<file path="config.mk">
export PLATFORM = sky130hd
export DESIGN_NAME = remote_upgrade_status_and_sm
export DESIGN_NICKNAME = d
export VERILOG_FILES = /design/src/rtl/remote_upgrade_pkg.sv /design/src/rtl/pin_sync.sv /design/src/rtl/remote_upgrade_status_and_sm.sv /design/src/rtl/upgrade_shift.sv
export SDC_FILE = /design/constraint.sdc
export NUM_CORES = 1
export LEC_CHECK = 0
export ABC_AREA = 1
export BUFFER_PORTS_ARGS = -buffer_cell sky130_fd_sc_hd__buf_2
export CORE_MARGIN = 3
export CORE_UTILIZATION = 40
export CTS_CLUSTER_SIZE = 16
export DETAILED_ROUTE_END_ITERATION = 8
export PLACE_DENSITY_LB_ADDON = 0.08
export RECOVER_POWER = 50
export SLEW_MARGIN = 40
export SYNTH_ARGS = -nofsm -noshare
export SYNTH_HDL_FRONTEND = slang
export SYNTH_HIERARCHICAL = 1
export SYNTH_SLANG_ARGS = --single-unit
</file>
<file path="constraint.sdc">
create_clock -name clk -period 3.7 [get_ports clk]
set_clock_uncertainty 0.2 [all_clocks]
set_input_delay 0.555 -clock clk [delete_from_list [all_inputs] [get_ports clk]]
set_output_delay 0.555 -clock clk [all_outputs]
set_load 0.1 [all_outputs]
</file>
<file path="src/rtl/remote_upgrade_pkg.sv">
/*
 Shared constants, field layouts and types of the remote upgrade status
 and reconfiguration sequencer.
 Assumes a single 250 MHz core clock; all user and pin timing is sampled.
*/
`default_nettype none
package remote_upgrade_pkg;
   // Core clock and strobe timing
   localparam int CLK_PERIOD_NS = 4;
   localparam int CORE_STROBE_MIN_NS = 250;
   localparam int CORE_STROBE_MIN_CYC = (CORE_STROBE_MIN_NS + CLK_PERIOD_NS - 1) / CLK_PERIOD_NS;
   // Widths
   localparam int CTRL_W = 38;
   localparam int STATUS_W = 32;
   localparam int PREV_W = 31;
   localparam int SRC_W = 5;
   localparam int BOOT_W = 24;
   localparam int WD_COUNT_W = 29;
   localparam int SYNC_W = 11;
   // Fixed fills that widen short fields
   localparam logic [16:0] WD_SUFFIX = 17'h00008;
   localparam logic [1:0] BOOT_PAD = 2'h0;
   localparam logic [5:0] STATUS_PAD = 6'h00;
   // Master state codes
   localparam logic [1:0] MASTER_FACTORY = 2'h0;
   localparam logic [1:0] MASTER_APP = 2'h1;
   // One-hot source field positions, higher position wins a tie
   localparam int SRC_EXT = 4;
   localparam int SRC_CRC = 3;
   localparam int SRC_ERR = 2;
   localparam int SRC_WD = 1;
   localparam int SRC_CORE = 0;
   localparam logic [4:0] SRC_CORE_HOT = 5'h01;
   // All-ones source field can never be one-hot
   localparam logic [30:0] INVALID_CAPTURE = 31'h7fffffff;
   // Capture selections
   localparam logic [2:0] SEL_CURRENT = 3'h0;
   localparam logic [2:0] SEL_APP2 = 3'h1;
   localparam logic [2:0] SEL_PREV1 = 3'h2;
   localparam logic [2:0] SEL_PREV2 = 3'h3;
   localparam logic [2:0] SEL_CTRL = 3'h4;
   // Synchroniser reset image: active-low pins idle high
   localparam logic [10:0] SYNC_RESET = 11'h600;

   typedef struct packed {
      logic early_done_check;
      logic startup_osc_select;
      logic watchdog_enable_bit;
      logic reserved;
      logic [21:0] boot_address_field;
      logic [11:0] watchdog_timeout_field;
   } ctrl_word_s;

   typedef struct packed {
      logic [4:0] source;
      logic [1:0] master;
      logic [23:0] boot_address;
   } prev_record_s;

   typedef struct packed {
      logic error_status_pin_n;
      logic external_config_reset_n;
      logic core_reconfig_strobe;
      logic upgrade_shift_clock;
      logic shift_data_in;
      logic shift_enable;
      logic capture_enable;
      logic update_enable;
      logic [2:0] capture_sel;
   } pins_s;

   typedef enum logic [1:0] {
      seq_run = 2'h0,
      seq_record = 2'h1,
      seq_reload = 2'h3
   } seq_e;
endpackage
`default_nettype wire

</file>
<file path="src/rtl/pin_sync.sv">
/*
 Two-stage synchroniser for a vector of asynchronous pins.
 Assumes each bit is an independent level; no bus coherence is given.
*/
`default_nettype none
module pin_sync #(
   parameter int WIDTH = 11,
   parameter logic [WIDTH-1:0] RESET_VALUE = '0
) (
   input wire logic clk,
   input wire logic reset_n,
   input wire logic [WIDTH-1:0] async_in,
   output logic [WIDTH-1:0] sync_out
);
   logic [WIDTH-1:0] stage1;

   // First stage feeds only the second
   always_ff @(posedge clk or negedge reset_n) begin
      if (!reset_n) begin
         stage1 <= RESET_VALUE;
         sync_out <= RESET_VALUE;
      end else begin
         stage1 <= async_in;
         sync_out <= stage1;
      end
   end
endmodule
`default_nettype wire

</file>
<file path="src/rtl/remote_upgrade_status_and_sm.sv">
/*
 Status recording and reconfiguration sequencer of the remote upgrade block.
 Assumes pins arrive asynchronously; crc_error and watchdog_timeout are
 same-clock pulses from neighbouring logic.
*/
// Overview of operation
// RQ1: Record cause of every reconfiguration.
// RQ2: Current-state word is 32 bits, mode dependent.
// RQ3: Factory word: state, zero pad, boot address.
// RQ4: App word one: state, enable, watchdog count.
// RQ5: App word two: state, zero pad, address.
// RQ6: Two previous records, newest then older.
// RQ7: One-hot source field at bits 30:26.
// RQ8: Simultaneous sources: highest bit wins.
// RQ9: Records hold master state and boot address.
// RQ10: Early previous capture returns invalid marker.
// RQ11: Update register writable only in factory.
// RQ12: User loads update register before triggering.
// RQ13: Core strobe rise copies update to control.
// RQ14: User holds core strobe at least 250 ns.
// RQ15: Events select factory or application load.
// RQ16: Errors clear control; core trigger copies update.
// RQ17: Status written before the new load begins.
// RQ18: Control layout: timer, address, option bits.
// RQ19: Widen timer and address by fixed suffixes.
// RQ20: Shift path on user clock, control internal.
// RQ21: Invalid marker cannot match any legal record.
`default_nettype none
module remote_upgrade_status_and_sm (
   input wire logic clk,
   input wire logic reset_n,
   input wire logic error_status_pin_n,
   input wire logic external_config_reset_n,
   input wire logic core_reconfig_strobe,
   input wire logic crc_error,
   input wire logic watchdog_timeout,
   input wire logic upgrade_shift_clock,
   input wire logic shift_data_in,
   input wire logic shift_enable,
   input wire logic capture_enable,
   input wire logic update_enable,
   input wire logic [2:0] capture_sel,
   output logic shift_data_out,
   output remote_upgrade_pkg::ctrl_word_s control_word,
   output logic [1:0] master_state,
   output logic [23:0] boot_address,
   output logic [28:0] watchdog_count,
   output logic watchdog_enable,
   output logic reconfig_start
);
   remote_upgrade_pkg::pins_s pins_raw;
   remote_upgrade_pkg::pins_s pins;
   remote_upgrade_pkg::pins_s pins_d;
   remote_upgrade_pkg::ctrl_word_s update_word;
   remote_upgrade_pkg::ctrl_word_s shift_as_ctrl;
   remote_upgrade_pkg::prev_record_s prev_one;
   remote_upgrade_pkg::prev_record_s prev_two;
   remote_upgrade_pkg::seq_e seq;
   logic [4:0] raw_src;
   logic [4:0] next_src;
   logic [4:0] pending_src;
   logic [37:0] sr_word;
   logic [37:0] capture_word;
   logic [31:0] current_word;
   logic [31:0] app_two_word;
   logic tick;
   logic ext_evt;
   logic err_evt;
   logic core_evt;
   logic any_evt;
   logic entered_app;
   logic in_factory;

   assign pins_raw = {error_status_pin_n, external_config_reset_n, core_reconfig_strobe, upgrade_shift_clock,
                      shift_data_in, shift_enable, capture_enable, update_enable, capture_sel};

   // All user pins pass two flops before any logic
   pin_sync #(
      .WIDTH(remote_upgrade_pkg::SYNC_W),
      .RESET_VALUE(remote_upgrade_pkg::SYNC_RESET)
   ) u_sync (
      .clk(clk),
      .reset_n(reset_n),
      .async_in(pins_raw),
      .sync_out(pins)
   );

   // Delayed copy for edge detection
   always_ff @(posedge clk or negedge reset_n) begin
      if (!reset_n) begin
         pins_d <= remote_upgrade_pkg::SYNC_RESET;
      end else begin
         pins_d <= pins;
      end
   end

   // User shift clock edge; it must stay well below half the core rate
   assign tick = pins.upgrade_shift_clock && !pins_d.upgrade_shift_clock; // RQ20

   // Trigger edges: active-low pins on falling, core strobe on rising
   assign ext_evt = pins_d.external_config_reset_n && !pins.external_config_reset_n;
   assign err_evt = pins_d.error_status_pin_n && !pins.error_status_pin_n;
   assign core_evt = pins.core_reconfig_strobe && !pins_d.core_reconfig_strobe; // RQ13
   assign in_factory = (master_state == remote_upgrade_pkg::MASTER_FACTORY);

   // Recognised causes gathered in field order
   always_comb begin
      raw_src = '0;
      raw_src[remote_upgrade_pkg::SRC_EXT] = ext_evt; // RQ1
      raw_src[remote_upgrade_pkg::SRC_CRC] = crc_error;
      raw_src[remote_upgrade_pkg::SRC_ERR] = err_evt;
      raw_src[remote_upgrade_pkg::SRC_WD] = watchdog_timeout;
      raw_src[remote_upgrade_pkg::SRC_CORE] = core_evt;
   end
   assign any_evt = |raw_src;

   // Keep only the highest set position so the field stays one-hot
   always_comb begin
      next_src = '0;
      for (int i = 0; i < remote_upgrade_pkg::SRC_W; i++) begin
         if (raw_src[i]) begin
            next_src = 5'h01 << i; // RQ8
         end
      end
   end

   // Sequencer: run, record status, then reload control
   always_ff @(posedge clk or negedge reset_n) begin
      if (!reset_n) begin
         seq <= remote_upgrade_pkg::seq_run;
      end else begin
         unique case (seq)
            remote_upgrade_pkg::seq_run: begin
               if (any_evt) begin
                  seq <= remote_upgrade_pkg::seq_record;
               end
            end
            remote_upgrade_pkg::seq_record: begin
               seq <= remote_upgrade_pkg::seq_reload; // RQ17
            end
            remote_upgrade_pkg::seq_reload: begin
               seq <= remote_upgrade_pkg::seq_run;
            end
            default: begin
               seq <= remote_upgrade_pkg::seq_run;
            end
         endcase
      end
   end

   // Cause latched on entry; events inside the sequence are dropped
   always_ff @(posedge clk or negedge reset_n) begin
      if (!reset_n) begin
         pending_src <= '0;
      end else if (seq == remote_upgrade_pkg::seq_run && any_evt) begin
         pending_src <= next_src; // RQ1
      end
   end

   // Previous records age by one on every reconfiguration
   always_ff @(posedge clk or negedge reset_n) begin
      if (!reset_n) begin
         prev_one <= '0;
         prev_two <= '0;
      end else if (seq == remote_upgrade_pkg::seq_record) begin
         prev_two <= prev_one; // RQ6
         prev_one.source <= pending_src; // RQ7
         prev_one.master <= master_state; // RQ9
         prev_one.boot_address <= boot_address;
      end
   end

   // Control word chosen from the cause
   always_ff @(posedge clk or negedge reset_n) begin
      if (!reset_n) begin
         control_word <= '0;
         master_state <= remote_upgrade_pkg::MASTER_FACTORY;
      end else if (seq == remote_upgrade_pkg::seq_reload) begin
         if (pending_src == remote_upgrade_pkg::SRC_CORE_HOT) begin
            control_word <= update_word; // RQ13
            master_state <= remote_upgrade_pkg::MASTER_APP; // RQ15
         end else begin
            control_word <= '0; // RQ16
            master_state <= remote_upgrade_pkg::MASTER_FACTORY;
         end
      end
   end

   // One-cycle start toward the configuration controller
   always_ff @(posedge clk or negedge reset_n) begin
      if (!reset_n) begin
         reconfig_start <= 1'b0;
      end else begin
         reconfig_start <= (seq == remote_upgrade_pkg::seq_reload); // RQ15
      end
   end

   // Previous records hold no meaning until an application ran
   always_ff @(posedge clk or negedge reset_n) begin
      if (!reset_n) begin
         entered_app <= 1'b0;
      end else if (master_state == remote_upgrade_pkg::MASTER_APP) begin
         entered_app <= 1'b1;
      end
   end

   // Widened views of the control fields
   always_ff @(posedge clk or negedge reset_n) begin
      if (!reset_n) begin
         boot_address <= '0;
         watchdog_count <= '0;
         watchdog_enable <= 1'b0;
      end else begin
         boot_address <= {control_word.boot_address_field, remote_upgrade_pkg::BOOT_PAD}; // RQ19
         watchdog_count <= {control_word.watchdog_timeout_field, remote_upgrade_pkg::WD_SUFFIX}; // RQ19
         watchdog_enable <= control_word.watchdog_enable_bit; // RQ18
      end
   end

   // Reserved control bit never stores a one
   always_comb begin
      shift_as_ctrl = sr_word; // RQ18
      shift_as_ctrl.reserved = 1'b0;
   end

   // Update register accepts writes only under a factory image
   always_ff @(posedge clk or negedge reset_n) begin
      if (!reset_n) begin
         update_word <= '0;
      end else if (tick && pins.update_enable && in_factory) begin
         update_word <= shift_as_ctrl; // RQ11
      end
   end

   // Current-state words, meaning set by the master state
   always_comb begin
      app_two_word = {master_state, remote_upgrade_pkg::STATUS_PAD, boot_address}; // RQ5
      if (in_factory) begin
         current_word = {master_state, remote_upgrade_pkg::STATUS_PAD, boot_address}; // RQ3
      end else begin
         current_word = {master_state, watchdog_enable, watchdog_count}; // RQ4
      end
   end

   // Capture source; narrow words sit in the low bits
   always_comb begin
      capture_word = '0;
      unique case (pins.capture_sel)
         remote_upgrade_pkg::SEL_CURRENT: capture_word = {6'h00, current_word}; // RQ2
         remote_upgrade_pkg::SEL_APP2: capture_word = {6'h00, app_two_word};
         remote_upgrade_pkg::SEL_PREV1: begin
            capture_word = entered_app ? {7'h00, prev_one} : {7'h00, remote_upgrade_pkg::INVALID_CAPTURE}; // RQ10
         end
         remote_upgrade_pkg::SEL_PREV2: begin
            capture_word = entered_app ? {7'h00, prev_two} : {7'h00, remote_upgrade_pkg::INVALID_CAPTURE}; // RQ21
         end
         remote_upgrade_pkg::SEL_CTRL: capture_word = in_factory ? update_word : control_word;
         default: capture_word = '0;
      endcase
   end

   // Shift path to user logic
   upgrade_shift #(
      .WIDTH(remote_upgrade_pkg::CTRL_W)
   ) u_shift (
      .clk(clk),
      .reset_n(reset_n),
      .tick(tick),
      .load(pins.capture_enable),
      .shift(pins.shift_enable),
      .load_word(capture_word),
      .serial_in(pins.shift_data_in),
      .word(sr_word),
      .serial_out(shift_data_out)
   );

   // Checks next to the sequencer
   property p_onehot_record;
      @(posedge clk) disable iff (!reset_n)
      seq == remote_upgrade_pkg::seq_record |-> $onehot(pending_src);
   endproperty
   a_onehot_record: assert property (p_onehot_record) else $error("source not one-hot"); // RQ7

   property p_priority;
      @(posedge clk) disable iff (!reset_n)
      seq == remote_upgrade_pkg::seq_run && ext_evt && core_evt |=> pending_src == 5'h10;
   endproperty
   a_priority: assert property (p_priority) else $error("config reset lost priority"); // RQ8

   property p_record_order;
      @(posedge clk) disable iff (!reset_n)
      seq == remote_upgrade_pkg::seq_run && any_evt |=> seq == remote_upgrade_pkg::seq_record
         ##1 seq == remote_upgrade_pkg::seq_reload ##1 reconfig_start && seq == remote_upgrade_pkg::seq_run;
   endproperty
   a_record_order: assert property (p_record_order) else $error("record not before reload"); // RQ17

   property p_record_fields;
      @(posedge clk) disable iff (!reset_n)
      seq == remote_upgrade_pkg::seq_record |=>
         prev_one.source == $past(pending_src) && prev_one.master == $past(master_state)
         && prev_one.boot_address == $past(boot_address);
   endproperty
   a_record_fields: assert property (p_record_fields) else $error("record fields wrong"); // RQ9

   property p_aging;
      @(posedge clk) disable iff (!reset_n)
      seq == remote_upgrade_pkg::seq_record |=> prev_two == $past(prev_one);
   endproperty
   a_aging: assert property (p_aging) else $error("older record not aged"); // RQ6

   property p_error_clear;
      @(posedge clk) disable iff (!reset_n)
      seq == remote_upgrade_pkg::seq_reload && pending_src != remote_upgrade_pkg::SRC_CORE_HOT
         |=> control_word == '0 && master_state == remote_upgrade_pkg::MASTER_FACTORY;
   endproperty
   a_error_clear: assert property (p_error_clear) else $error("control not cleared"); // RQ16

   property p_core_copy;
      @(posedge clk) disable iff (!reset_n)
      seq == remote_upgrade_pkg::seq_reload && pending_src == remote_upgrade_pkg::SRC_CORE_HOT
         |=> control_word == $past(update_word) ##1 boot_address[1:0] == 2'h0;
   endproperty
   a_core_copy: assert property (p_core_copy) else $error("update not copied"); // RQ13

   property p_update_lock;
      @(posedge clk) disable iff (!reset_n)
      $changed(update_word) |-> $past(in_factory) && $past(tick);
   endproperty
   a_update_lock: assert property (p_update_lock) else $error("update written outside factory"); // RQ11

   property p_invalid;
      @(posedge clk) disable iff (!reset_n)
      tick && pins.capture_enable && pins.capture_sel == remote_upgrade_pkg::SEL_PREV1 && !entered_app
         |=> sr_word[30:0] == remote_upgrade_pkg::INVALID_CAPTURE;
   endproperty
   a_invalid: assert property (p_invalid) else $error("early capture not marked"); // RQ10

   property p_factory_pad;
      @(posedge clk) disable iff (!reset_n)
      in_factory |-> current_word[29:24] == 6'h00 && current_word[23:0] == boot_address;
   endproperty
   a_factory_pad: assert property (p_factory_pad) else $error("factory word layout"); // RQ3

   property p_watchdog_view;
      @(posedge clk) disable iff (!reset_n)
      $changed(control_word) |=> watchdog_count[16:0] == 17'h00008
         && watchdog_count[28:17] == $past(control_word.watchdog_timeout_field);
   endproperty
   a_watchdog_view: assert property (p_watchdog_view) else $error("watchdog count wrong"); // RQ19

   property p_cov_core;
      @(posedge clk) disable iff (!reset_n)
      core_evt && in_factory ##3 master_state == remote_upgrade_pkg::MASTER_APP;
   endproperty
   c_cov_core: cover property (p_cov_core);

   property p_cov_wd;
      @(posedge clk) disable iff (!reset_n)
      seq == remote_upgrade_pkg::seq_record && pending_src[remote_upgrade_pkg::SRC_WD];
   endproperty
   c_cov_wd: cover property (p_cov_wd);

   property p_cov_update;
      @(posedge clk) disable iff (!reset_n)
      tick && pins.update_enable && in_factory;
   endproperty
   c_cov_update: cover property (p_cov_update);
endmodule
`default_nettype wire

</file>
<file path="src/rtl/upgrade_shift.sv">
/*
 Shift register between user logic and the upgrade registers.
 Assumes the caller gives a one-cycle tick per user shift clock rising edge.
*/
`default_nettype none
module upgrade_shift #(
   parameter int WIDTH = 38
) (
   input wire logic clk,
   input wire logic reset_n,
   input wire logic tick,
   input wire logic load,
   input wire logic shift,
   input wire logic [WIDTH-1:0] load_word,
   input wire logic serial_in,
   output logic [WIDTH-1:0] word,
   output logic serial_out
);
   // Load beats shift so a capture is never half shifted
   always_ff @(posedge clk or negedge reset_n) begin
      if (!reset_n) begin
         word <= '0;
      end else if (tick && load) begin
         word <= load_word;
      end else if (tick && shift) begin
         word <= {serial_in, word[WIDTH-1:1]};
      end
   end

   // Least significant bit leaves first
   always_ff @(posedge clk or negedge reset_n) begin
      if (!reset_n) begin
         serial_out <= 1'b0;
      end else begin
         serial_out <= word[0];
      end
   end
endmodule
`default_nettype wire

</file>
# Yosys cells after proc, flatten, opt, wreduce, memory -nomap -nowiden

Index checks and enable logic that the tools add are counted.

Logic and storage cells: 76
Input bits: 15
Register bits after elaboration: 242
Output and inout port bits: 96

Eq/ne operators: 9
Reduce and logical (&&, ||, !) cells: 18
Mux-type cells: 16

Operators by type and width:

| cell                 | number |
|---|---|
| $pmux W38 S5         | 1 |
| $mux W38             | 4 |
| $mux W31             | 2 |
| $mux W30             | 1 |
| $mux W5              | 2 |
| $logic_and A1 B1 Y1  | 9 |
| $eq A3 B2 Y1 const B | 2 |
| $eq A5 B1 Y1 const B | 1 |
| $reduce_or A5 Y1     | 1 |
| $logic_not A1 Y1     | 4 |
| $logic_not A2 Y1     | 2 |
| $mux W2              | 2 |
| $pmux W2 S2          | 1 |
| $eq A3 B1 Y1 const B | 1 |
| $eq A3 B3 Y1 const B | 1 |
| $logic_not A3 Y1     | 1 |
| $mux W3              | 1 |
| $eq A2 B1 Y1 const B | 1 |
| $eq A2 B2 Y1 const B | 1 |
| $mux W1              | 2 |
| $ne A2 B2 Y1 const B | 1 |
| $reduce_bool A2 Y1   | 1 |
| $eq A1 B1 Y1 const B | 1 |

# Longest topological paths before layout

Gate-level depths: netlist (run 1).

Depth after elaboration: 7
Depth in mapped cells: 12
Gate-level depth less buffers: 11

# Hierarchy

Netlist (run 1), hierarchy kept.

Modules (own cells, without submodules):

| module                       | cells each | sequential area each (um^2) | area each (um^2) | times used |
|---|---|---|---|---|
| remote_upgrade_status_and_sm | 998        | 4506.8                      | 8084.0           | 1 |
| upgrade_shift                | 294        | 975.9                       | 2055.7           | 1 |
| pin_sync                     | 22         | 555.5                       | 555.5            | 1 |

# Worst setup path before layout (run 1)

No wires, ideal clock.

Kind: register to register
From: register master_state[0]
To: register u_shift.word[4]
Cell stages (with the launch flop): 11
Setup slack: 1.391 ns
Setup time: 0.066 ns
Required time: 3.434 ns
Clock period less this slack: 2.309 ns
Arrival: 2.043 ns
Buffers on the path: 2
Cells stage by stage: dfrtp_1 -> buf_2 -> clkbuf_1 -> nand2_1 -> o21ai_0 -> nand2_1 -> nand4_1 -> nand3_1 -> nand2_1 -> nand2_1 -> nand2_1

Cells in the longest elaborated chain, start to end: 4
Elaborated cells between the ends (all ways): 5
Classes of those cells: 4 x mux; 1 x reduce/logical

Ends and longest elaborated chain:

| what                                 | RTL line                                                                 | RTL |
|---|---|---|
| start: declaration                   | remote_upgrade_status_and_sm.sv:45                                       | `output logic [1:0] master_state,` |
| start signal: assignment             | remote_upgrade_status_and_sm.sv:177                                      | `master_state <= remote_upgrade_pkg::MASTER_FACTORY;` |
| start signal: assignment             | remote_upgrade_status_and_sm.sv:181                                      | `master_state <= remote_upgrade_pkg::MASTER_APP;` |
| start signal: assignment             | remote_upgrade_status_and_sm.sv:184                                      | `master_state <= remote_upgrade_pkg::MASTER_FACTORY;` |
| $logic_not A2 Y1 (*)                 | remote_upgrade_status_and_sm.sv:104                                      | `assign in_factory = (master_state == remote_upgrade_pkg::MASTER_FACTORY);` |
| $mux W38 or $mux W30 (tied branches) | remote_upgrade_status_and_sm.sv:257, remote_upgrade_status_and_sm.sv:238 |  |
| $pmux W38 S5 (*)                     | remote_upgrade_status_and_sm.sv:248                                      | `unique case (pins.capture_sel)` |
| net capture_word[4]                  | remote_upgrade_status_and_sm.sv:63                                       | `logic [37:0] capture_word;` |
| $mux W38 (*)                         | upgrade_shift.sv:23                                                      | `end else if (tick && load) begin` |
| end signal: assignment               | upgrade_shift.sv:24                                                      | `word <= load_word;` |
| end signal: assignment               | upgrade_shift.sv:26                                                      | `word <= {serial_in, word[WIDTH-1:1]};` |
| end: declaration                     | upgrade_shift.sv:16                                                      | `output logic [WIDTH-1:0] word,` |

Mark *: on every way through the listed nets, which the timed path passes. The rest lies on a longest branch.
A chain may end at the register's enable or synchronous reset.

# Final worst setup path (run 1)

From: register master_state[0]
To: output master_state[0]

No word-level cell between the ends.

==> results of run 1 <==
## how the worst max path moves through the flow
stage | to | depth (start not counted) | startpoint
after floorplan | u_shift/word[4]$_DFFE_PN0P_ | 10 | master_state[0]$_DFFE_PN0P_
after global placement | u_shift/word[16]$_DFFE_PN0P_ | 11 | u_sync/sync_out[0]$_DFF_PN0_
after detailed placement | u_shift/word[16]$_DFFE_PN0P_ | 11 | u_sync/sync_out[0]$_DFF_PN0_
after CTS | master_state[0] | 1 | master_state[0]$_DFFE_PN0P_
after global routing | u_shift/word[32]$_DFFE_PN0P_ | 3 | reset_n
final | master_state[0] | 1 | master_state[0]$_DFFE_PN0P_
## power by group
part           internal [uW]  switching (uW)
clock network           1780            1130
registers               3350             618
logic                    778            3300
## final cells by class
type | count | area [um2]
clock inverter | 13 | 186.4
fill | 2555 | 13740
tap | 335 | 419.2
inverter | 92 | 347.8
clock buffer | 38 | 789.5
timing repair buffer | 128 | 785.8
multi-input combinational | 904 | 3900
sequential | 241 | 6040
## cells in the mapped netlist (2+ instances only)
library cell and instances:
nand2_1 505, dfrtp_1 235, nand3_1 119, o21ai_0 111, inv_1 89, nor2_1 44, buf_2 39, a21oi_1 37
clkbuf_1 32, nand4_1 25, buf_4 23, o21ai_1 19, or2_2 16, dfstp_2 6, buf_1 3, inv_2 3
conb_1 2, nor2_2 2
## state kept, by name, indices dropped and copies added (netlist names)
register            count
pending_src             5
u_sync/stage1          11
boot_address           22
entered_app             1
control_word           37
watchdog_count         13
watchdog_enable         1
prev_one               28
prev_two               28
update_word            37
pins_d                  4
reconfig_start          1
seq                     2
u_sync/sync_out        11
u_shift/word           38
master_state            1
u_shift/serial_out      1
## logic make-up after synthesis
kind of cell	count (synthesis)	synth area share (%)
simple gates	715	27.76
buf+inv	189	7.897
compound gates	167	7.815
flops	241	56.46
other cells	2	0.07022
## cells in the final DEF (no fill, tap or decap), drive strengths merged
master	netlist	final
nand2	506	506
nor2	47	47
a21oi	37	37
dfrtp	235	235
or2	16	16
conb	2	22
clkinvlp	0	3
nand4	25	25
dlygate4sd3	0	12
o21ai	130	130
clkbuf	32	43
clkinv	0	5
nor3	2	2
inv	92	93
bufinv	0	4
nand3	119	119
buf	65	111
dfstp	6	6
## per-layer routing
| layer | routed length (um) | up-vias | GRT usage (%) |
|---|---|---|---|
| li1 | - | 4280 | - |
| met1 | 15090 | 4357 | 33.48 |
| met2 | 15220 | 260 | 36.98 |
| met3 | 2057 | 68 | 4.542 |
| met4 | 1061 | 2 | 7.361 |
| met5 | 16 | - | 0 |
## through the flow
stage,setup WS (ps),hold slack [ps]
floorplan,1391,59.41
global placement,1196,134.6
detailed placement,1234,135.6
CTS,1180,149.8
global route,877.5,153.3
finish,1206,146.3
## timing repair
| action | 4_1_cts | 5_1_grt |
|---|---|---|
| endpoints found under the setup margin | 0 | 0 |
| hold endpoints to repair | 97 | 0 |
| hold buffers | 12 | 0 |
==> flow_metrics.env, run 1 <==
export IMPL_antenna_found_initial=1
export IMPL_final_cells=1751
export IMPL_tightestPinTransition_ps=1200
export IMPL_fin_setup_tns_ps=0
export IMPL_synth_cell_types=22
export IMPL_crit_type="reg -> out"
export IMPL_grt_start_max_net_pins=91
export IMPL_utilization_pct=47.58
export IMPL_antenna_left=0
export IMPL_hpwl_mm=21.02
export IMPL_ios=111
export IMPL_design_area_um2=12470
export IMPL_cts_resized=0
export IMPL_status="completed"
export IMPL_fp_coreArea_um2=26210
export IMPL_start_kind="flop"
export IMPL_synth_top_area_share_pct=54.98
export IMPL_area_growth_syn_to_layout_pct=16.58
export IMPL_r2r_start="u_sync/sync_out[0]$_DFF_PN0_"
export IMPL_hp_class="reg -> reg"
export IMPL_finalHoldViolations=0
export IMPL_grt_overflow_total=0
export IMPL_holdPathEnd="u_sync/sync_out[7]$_DFF_PN0_"
export IMPL_setup_violations=0
export IMPL_power_density_nw_per_um2=878.6
export IMPL_whs_path_depth=0
export IMPL_critPathArrivalTime_ps=1740
export IMPL_ir_drop_mv=0.4936
export IMPL_cts_root_buffer_cell="clkbuf_16"
export IMPL_slowest_stage="dfrtp_2"
export IMPL_drcViolationCount=0
export IMPL_synth_yosys_seq_area_share_pct=56.46
export IMPL_dieArea_um2=28740
export IMPL_gp_congestion=0.8155
export IMPL_wl_mm=33.44
export IMPL_cpPeakStageDelay_ps=670
export IMPL_clock_sinks=241
export IMPL_grt_pass1_wl_mm=52.52
export IMPL_path_max_fanout=21
export IMPL_syn_area_um2=10700
export IMPL_ys_warnings_count=6
export IMPL_leakage_uw=0.006625
export IMPL_dp_cells=1687
export IMPL_fin_crit_sh_pct=67.41
export IMPL_cp_required_ps=2940
export IMPL_drv_cap=0
export IMPL_slew_headroom_pct=20.01
export IMPL_period_needed_ps=2494
export IMPL_r2r_end="u_shift/word[16]$_DFFE_PN0P_"
export IMPL_rsz0062_at_grt="false"
export IMPL_finalPower_uw=10950
export IMPL_crit_path_end_kind="primary output"
export IMPL_rows=59
export IMPL_path_buf_inv=1
export IMPL_synthArstFlopShare_pct=100.0
export IMPL_grtUsageTotal_pct=23.62
export IMPL_grt_pass1_vias=8635
export IMPL_htreeDepth=1
export IMPL_synth_edf_count=0
export IMPL_drive_gt1_share_pct=13.63
export IMPL_synth_flop_cell="dfrtp_1"
export IMPL_die_h_um=169.5
export IMPL_syn_avg_cell_area_um2=8.139
export IMPL_dpl_cell_area_um2=11400
export IMPL_die_w_um=169.5
export IMPL_synth_top_cell_by_area="dfrtp_1"
export IMPL_reg2regPathDepth=11
export IMPL_portBuffers=90
export IMPL_firstDrtPassIters=5
export IMPL_slew_viol_final=0
export IMPL_min_from="u_sync/stage1[7]$_DFF_PN0_"
export IMPL_clockBufferDepth=3
export IMPL_numCtsBuffers=28
export IMPL_antenna_cells=0
export IMPL_vias=8967
export IMPL_cts_tree="built"
export IMPL_fmax_mhz=400.9
export IMPL_wl_per_cell_um=19.10
export IMPL_cts_setup_buffers=0
export IMPL_initial_core_util_pct=40.81
export IMPL_worstPathCellList="buf_2"
export IMPL_nets=1410
export IMPL_insertion_delay_ps=540
export IMPL_drtIter0Drc=683
export IMPL_crit_family="flip-flops"
export IMPL_synth_cells=1314
export IMPL_path_clk_slew_ps=60
export IMPL_synthTopCellsByArea="dfrtp_1 55%, nand2_1 18%, nand3_1 5.6%"
export IMPL_via_per_inst=5.121
export IMPL_ys_ff_latch=241
export IMPL_r2r_slack_ps=1210
No activity file was read; power rests on OpenSTA's default activity.
==> inputs of run 2 (changes only) <==
--- a/config.mk
+++ b/config.mk
@@ -5,7 +5,7 @@
 export SDC_FILE = /design/constraint.sdc
 export NUM_CORES = 1
 export LEC_CHECK = 0
-export ABC_AREA = 1
+export ABC_AREA = 0
 export BUFFER_PORTS_ARGS = -buffer_cell sky130_fd_sc_hd__buf_2
 export CORE_MARGIN = 3
 export CORE_UTILIZATION = 40
==> constraint.sdc (replaced) <==
create_clock -name clk -period 2.4 [get_ports clk]
set_clock_uncertainty 0.2 [all_clocks]
set_input_delay 0.36 -clock clk [delete_from_list [all_inputs] [get_ports clk]]
set_output_delay 0.36 -clock clk [all_outputs]
set_load 0.1 [all_outputs]
==> run 2 against run 1 <==
Compared with the run above:
- global-route usage is 4.4 points lower
- critical path depth is 4 higher
- sequential cell count stayed put
- area after synthesis is 4.3% higher
- routed wire length is 12% lower
==> flow_metrics.env, run 2 <==
export IMPL_status="completed"
export IMPL_antenna_found_initial=0
export IMPL_syn_avg_cell_area_um2=13.91
export IMPL_antenna_cells=0
export IMPL_wl_mm=29.40
export IMPL_dieArea_um2=29940
export IMPL_cp_required_ps=2670
export IMPL_synth_cell_types=46
export IMPL_synth_xor_area_share_pct=0
export IMPL_cts_tree="built"
export IMPL_synth_top_cell_by_area="dfrtp_1"
export IMPL_start_kind="flop"
export IMPL_power_density_nw_per_um2=1297
export IMPL_reg_top3="u_shift/word (38), control_word (37), update_word (37)"
export IMPL_insertion_delay_ps=530
export IMPL_die_w_um=173.0
export IMPL_grt_start_max_net_pins=68
export IMPL_grt_pass1_wl_mm=45.97
export IMPL_nets=916
export IMPL_die_h_um=173.0
export IMPL_crit_type="reg -> reg"
export IMPL_ir_drop_mv=0.5519
export IMPL_ys_ff_latch=241
export IMPL_cts_setup_buffers=0
export IMPL_ios=111
export IMPL_portBuffers=90
export IMPL_drtIter0Drc=417
export IMPL_rsz0062_at_grt="false"
export IMPL_drv_cap=0
export IMPL_cpPeakStageDelay_ps=560
export IMPL_fin_crit_sh_pct=93.99
export IMPL_gp_congestion=0.7530
export IMPL_drive_gt1_share_pct=44.03
export IMPL_synthTopCellsByArea="dfrtp_1 53%, nor3_2 8.5%, mux2_2 7.9%"
export IMPL_fp_coreArea_um2=27180
export IMPL_hpwl_mm=19.04
export IMPL_dp_cells=1229
export IMPL_via_per_inst=5.428
export IMPL_final_common_cell="dfrtp_1"
export IMPL_htreeDepth=1
export IMPL_initial_core_util_pct=41.06
export IMPL_path_buf_inv=1
export IMPL_leakage_uw=0.005983
export IMPL_slew_viol_final=0
export IMPL_slowest_stage="dlygate4sd3_1"
export IMPL_clock_sinks=241
export IMPL_design_area_um2=12950
export IMPL_antenna_left=0
export IMPL_synth_yosys_seq_area_share_pct=54.11
export IMPL_syn_area_um2=11160
export IMPL_yosys_area_share_simple_pct=11.56
export IMPL_finalHoldViolations=0
export IMPL_synth_top_area_share_pct=52.70
export IMPL_cts_root_buffer_cell="clkbuf_16"
export IMPL_layout_common_cells="231 x dfrtp_1, 95 x nor3_2, 88 x buf_2"
export IMPL_vias=7024
export IMPL_final_cells=1294
export IMPL_grt_pass1_vias=7314
export IMPL_dpl_cell_area_um2=11880
export IMPL_clockBufferDepth=3
export IMPL_yosysMostFrequentCell="dfrtp_1"
export IMPL_synthMuxAreaShare_pct=16.93
export IMPL_synth_edf_count=0
export IMPL_regMostFlops="u_shift/word"
export IMPL_grtUsageTotal_pct=19.26
export IMPL_synth_cells=802
export IMPL_crit_path_end_kind="flop"
export IMPL_critPathArrivalTime_ps=2520
export IMPL_path_max_fanout=5
export IMPL_crit_family="buffers and inverters"
export IMPL_setup_violations=0
export IMPL_grt_overflow_total=0
export IMPL_tightestPinTransition_ps=1387
export IMPL_synthArstFlopShare_pct=100.0
export IMPL_wl_per_cell_um=22.72
export IMPL_rows=60
export IMPL_ys_warnings_count=6
export IMPL_synth_compound_area_share_pct=11.00
export IMPL_path_clk_slew_ps=60
export IMPL_fmax_mhz=443.3
export IMPL_synth_flop_cell="dfrtp_1"
export IMPL_fin_setup_tns_ps=0
export IMPL_synthAdderAreaFrac_pct=0
export IMPL_slew_headroom_pct=7.546
export IMPL_synth_commonest_cells="235 x dfrtp_1, 95 x nor3_2, 78 x mux2_2, 56 x mux2i_1, 38 x a22o_1"
export IMPL_synth_top_family_by_area="multiplexers"
export IMPL_drcViolationCount=0
export IMPL_hp_class="reg -> reg"
export IMPL_worstPathCellList="nor2b_1, or3_4, o31ai_2, o2bb2ai_1, dlygate4sd3_1"
export IMPL_timing_hold_ws_ps=150.9
export IMPL_firstDrtPassIters=5
export IMPL_area_growth_syn_to_layout_pct=16.03
export IMPL_numCtsBuffers=27
export IMPL_period_needed_ps=2256
export IMPL_largest_reg_flops=38
## run 2: changes by cell type after synthesis, moves of 78 or more
| cell | change |
|---|---|
| mux2_2 | +78 |
| nand2_1 | -497 |
| inv_1 | -87 |
| nor3_2 | +94 |
| o21ai_0 | -104 |
| nand3_1 | -119 |
## run 2: report_power, final
part | internal, uW | leakage (uW) | switching, uW
sequential | 5200 | 0.00313 | 1140
combinational | 1930 | 0.00239 | 4180
clock | 2720 | 0.000465 | 1620
total | 9850 | 0.00598 | 6950
## run 2: timing repair
item                                   CTS  global route
gates resized for setup                  0             0
hold buffers                            15             0
endpoints found under the hold margin  169             0
## run 2: final timing paths
path | slack (ps) | to | cells after the start | startpoint
max in group asynchronous | 420 | u_sync/sync_out[4]$_DFF_PN0_ | 3 | reset_n
setup / recovery | 140 | pending_src[3]$_DFFE_PN0P_ | 5 | u_sync/sync_out[9]$_DFF_PN1_
hold reg to reg | 150 | u_sync/sync_out[7]$_DFF_PN0_ | 0 | u_sync/stage1[7]$_DFF_PN0_
setup reg to reg | 140 | pending_src[3]$_DFFE_PN0P_ | 5 | u_sync/sync_out[9]$_DFF_PN1_
hold / removal | 150 | u_sync/sync_out[7]$_DFF_PN0_ | 0 | u_sync/stage1[7]$_DFF_PN0_
min in group asynchronous | 490 | pins_d[8]$_DFF_PN0_ | 2 | reset_n
## run 2: stage by stage
step                      worst slack (ps)  power [uW]  util [%]
after global placement               417.1       12470     43.70
after detailed placement             383.8       12560     43.70
after CTS                            144.8       17010     47.73
after floorplan                      165.7       11050         -
final                                144.3       16800     47.65
after global routing                 32.26       17520     47.65
## run 2: cells by family after synthesis
family                 after synthesis
buffers and inverters               88
AND/OR/NAND/NOR                    156
AO/OA/AOI/OAI                      151
other                                2
multiplexers                       164
flip-flops                         241
## run 2: area by class of cell
type | count | area, um2
Clock inverter | 8 | 143.9
Inverter | 3 | 11.26
Clock buffer | 42 | 802.0
Tap cell | 372 | 465.4
Multi-Input combinational cell | 493 | 4514
Sequential cell | 241 | 6046
Timing Repair Buffer | 135 | 965.9
Fill cell | 2452 | 14230
## run 2: metal layers
layer / vias up / GRT usage, % / wire length (um)
li1: 3140 / - / -
met3: 29 / 2.020 / 959
met5: - / 0 / 0
met2: 139 / 31.48 / 13950
met4: 0 / 3.480 / 469
met1: 3716 / 28.19 / 14020
==> inputs of run 3 (changes only) <==
--- a/config.mk
+++ b/config.mk
@@ -6,6 +6,7 @@
 export NUM_CORES = 1
 export LEC_CHECK = 0
 export ABC_AREA = 0
+export ABC_CLOCK_PERIOD_IN_PS = 2330
 export BUFFER_PORTS_ARGS = -buffer_cell sky130_fd_sc_hd__buf_2
 export CORE_MARGIN = 3
 export CORE_UTILIZATION = 40
@@ -16,5 +17,4 @@
 export SLEW_MARGIN = 40
 export SYNTH_ARGS = -nofsm -noshare
 export SYNTH_HDL_FRONTEND = slang
-export SYNTH_HIERARCHICAL = 1
 export SYNTH_SLANG_ARGS = --single-unit
==> constraint.sdc (replaced) <==
create_clock -name clk -period 2.33 [get_ports clk]
set_clock_uncertainty 0.2 [all_clocks]
set_input_delay 0.3495 -clock clk [delete_from_list [all_inputs] [get_ports clk]]
set_output_delay 0.3495 -clock clk [all_outputs]
set_load 0.1 [all_outputs]
==> run 3 against run 2 <==
Compared with the run above:
- synthesized cell count shrank 7.1%
- global-route usage up 0.92 points
- sequential share of layout area is 3.4 points higher
- critical path type unchanged
- largest cell class unchanged
- critical endpoint is now u_shift.word[20]$_DFFE_PN0P_
- maximum frequency up 7.8%
- combinational power fell by 12%
- first-iteration DRC count grew 5.8%
- non-clock buffer count grew 7
==> flow_metrics.env, run 3 <==
export IMPL_synth_cells=745
export IMPL_clock_sinks=241
export IMPL_r2r_slack_ps=240
export IMPL_grt_busiest_layer="met2"
export IMPL_syn_area_um2=10130
export IMPL_grtUsageTotal_pct=20.17
export IMPL_power_density_nw_per_um2=1314
export IMPL_ios=111
export IMPL_clockBufferDepth=3
export IMPL_path_max_fanout=23
export IMPL_dpl_cell_area_um2=11040
export IMPL_reg_top3="u_shift.word (38), control_word (37), update_word (37)"
export IMPL_via_per_inst=5.514
export IMPL_cts_resized=0
export IMPL_reg2regPathDepth=4
export IMPL_rsz0062_at_grt="false"
export IMPL_holdPathEnd="u_sync.sync_out[2]$_DFF_PN0_"
export IMPL_nets=880
export IMPL_hpwl_mm=18.47
export IMPL_grt_pass1_vias=7045
export IMPL_grt_overflow_total=0
export IMPL_slew_headroom_pct=29.08
export IMPL_firstDrtPassIters=4
export IMPL_start_kind="flop"
export IMPL_synthArstFlopShare_pct=100.0
export IMPL_grt_start_max_net_pins=67
export IMPL_synth_edf_count=0
export IMPL_antenna_cells=0
export IMPL_drtIter0Drc=441
export IMPL_path_clk_slew_ps=60
export IMPL_tightestPinTransition_ps=1064
export IMPL_synth_xor_area_share_pct=0
export IMPL_synthTopCellsByArea="dfrtp_1 58%, mux2_2 14%, mux2i_1 3.7%"
export IMPL_hp_class="reg -> reg"
export IMPL_slew_viol_final=0
export IMPL_initial_core_util_pct=41.15
export IMPL_cts_setup_buffers=0
export IMPL_status="completed"
export IMPL_gp_congestion=0.8415
export IMPL_synth_compound_area_share_pct=13.37
export IMPL_synth_cell_types=56
export IMPL_cts_hold_buf=14
export IMPL_vias=6661
export IMPL_drv_cap=0
export IMPL_insertion_delay_ps=530
export IMPL_regMostFlops="u_shift.word"
export IMPL_yosys_area_share_simple_pct=4.559
export IMPL_synth_yosys_seq_area_share_pct=59.63
export IMPL_synth_commonest_cells="235 x dfrtp_1, 125 x mux2_2, 38 x a22o_1, 37 x mux2i_1, 29 x a21oi_1"
export IMPL_antenna_found_initial=1
export IMPL_r2r_start="u_sync.sync_out[0]$_DFF_PN0_"
export IMPL_largest_reg_flops=38
export IMPL_wl_per_cell_um=22.29
export IMPL_min_from="u_sync.stage1[2]$_DFF_PN0_"
export IMPL_drive_gt1_share_pct=35.52
export IMPL_fin_setup_tns_ps=0
export IMPL_cts_root_buffer_cell="clkbuf_16"
export IMPL_layout_common_cells="233 x dfrtp_1, 125 x mux2_2, 88 x buf_2"
export IMPL_fmax_mhz=477.7
export IMPL_synth_top_area_share_pct=58.07
export IMPL_ys_warnings_count=0
export IMPL_dp_slack_ps=237.7
export IMPL_die_h_um=165.1
export IMPL_synthAdderAreaFrac_pct=0
export IMPL_crit_path_end_kind="flop"
export IMPL_die_w_um=165.1
export IMPL_leakage_uw=0.005722
export IMPL_setup_ws_ps=236.7
export IMPL_drcViolationCount=0
export IMPL_synth_flop_cell="dfrtp_1"
export IMPL_grt_pass1_wl_mm=42.06
export IMPL_synth_top_cell_by_area="dfrtp_1"
export IMPL_whs_path_depth=0
export IMPL_finalHoldViolations=0
export IMPL_cts_tree="built"
export IMPL_dieArea_um2=27260
export IMPL_fin_crit_sh_pct=89.84
export IMPL_yosysMostFrequentCell="dfrtp_1"
export IMPL_fp_coreArea_um2=24600
export IMPL_area_growth_syn_to_layout_pct=19.14
export IMPL_setup_violations=0
export IMPL_synthMuxAreaShare_pct=17.56
export IMPL_timing_hold_ws_ps=147.6
export IMPL_portBuffers=90
export IMPL_antenna_left=0
export IMPL_critPathArrivalTime_ps=2270
export IMPL_synth_top_family_by_area="multiplexers"
export IMPL_grtUsageMet1_pct=27.70
export IMPL_use_met2_pct=32.69
export IMPL_rows=57
export IMPL_design_area_um2=12060
export IMPL_utilization_pct=49.03
export IMPL_ir_drop_mv=0.9351
export IMPL_ys_ff_latch=241
export IMPL_period_needed_ps=2093
export IMPL_crit_type="reg -> reg"
export IMPL_cp_required_ps=2510
export IMPL_htreeDepth=1
export IMPL_numCtsBuffers=28
export IMPL_wl_mm=26.93
export IMPL_final_common_cell="dfrtp_1"
export IMPL_met3_usage_pct=3.043
export IMPL_r2r_end="u_shift.word[20]$_DFFE_PN0P_"
export IMPL_syn_avg_cell_area_um2=13.59
[run 3: cell count changes in the layout (fill, tap and decap cells not counted), moves of 9 or more]
cell | previous run | this run
a211oi_1 | 0 | 9
a221o_1 | 14 | 0
a221oi_1 | 0 | 17
a22oi_1 | 0 | 24
mux2_2 | 78 | 125
mux2_4 | 30 | 0
mux2i_1 | 56 | 37
nand2b_1 | 1 | 14
nor3_1 | 20 | 3
nor3_2 | 95 | 1
o21ai_1 | 0 | 17
o22ai_1 | 20 | 0
o22ai_2 | 20 | 0
[run 3: final cells by class]
cell class / count / area (um2)
clock buffer: 40 / 807.0
clock inverter: 9 / 100.1
fill: 2210 / 12540
inverter: 6 / 22.52
multi-input combinational: 446 / 3705
sequential: 241 / 6041
tap: 324 / 405.4
timing repair buffer: 142 / 983.4
[run 3: worst max-delay path by stage]
stage | slack (ps) | start | endpoint
2_1_floorplan | 230 | master_state[0]$_DFFE_PN0P_ | u_shift.word[10]$_DFFE_PN0P_
3_3_place_gp | 210 | u_sync.sync_out[0]$_DFF_PN0_ | u_shift.word[20]$_DFFE_PN0P_
3_5_place_dp | 240 | u_sync.sync_out[0]$_DFF_PN0_ | u_shift.word[20]$_DFFE_PN0P_
4_1_cts | 210 | boot_address[19]$_DFF_PN0_ | boot_address[19]
5_1_grt | 100 | u_sync.sync_out[0]$_DFF_PN0_ | u_shift.word[20]$_DFFE_PN0P_
6_report | 240 | u_sync.sync_out[0]$_DFF_PN0_ | u_shift.word[20]$_DFFE_PN0P_
[run 3: cell families after synthesis]
family | after synthesis
and+or+nand+nor | 79
AOI/OAI and AO/OA | 184
other | 2
buffers and inverters | 77
DFF | 241
muxes | 162
[run 3: report_power, final]
group / total, uW / switching (uW) / internal, uW
logic: 5380 / 3600 / 1780
clock network: 4260 / 1650 / 2610
registers: 6210 / 967 / 5240
[run 3: per-stage QoR]
step | total power [uW] | std cells
after global placement | 11620 | 1145
after global routing | 16630 | 1208
after CTS | 16070 | 1208
final | 15850 | 1208
after floorplan | 10230 | 764
after detailed placement | 11710 | 1145
[run 3: metal layers]
metal  vias up  part of all wire (%)  wire (um)
met5         -                     0          0
met3        58                   4.3       1161
met2       173                    47      12740
met1      3465                    44      11970
met4         0                   3.9       1061
li1       2965                     -          -
[run 3: worst max-delay path: stages (launching register included)]
cell and delay (ps):
dfrtp_2 730, mux2i_1 250, nor2_1 70, a2111oi_0 540, a211oi_1 150
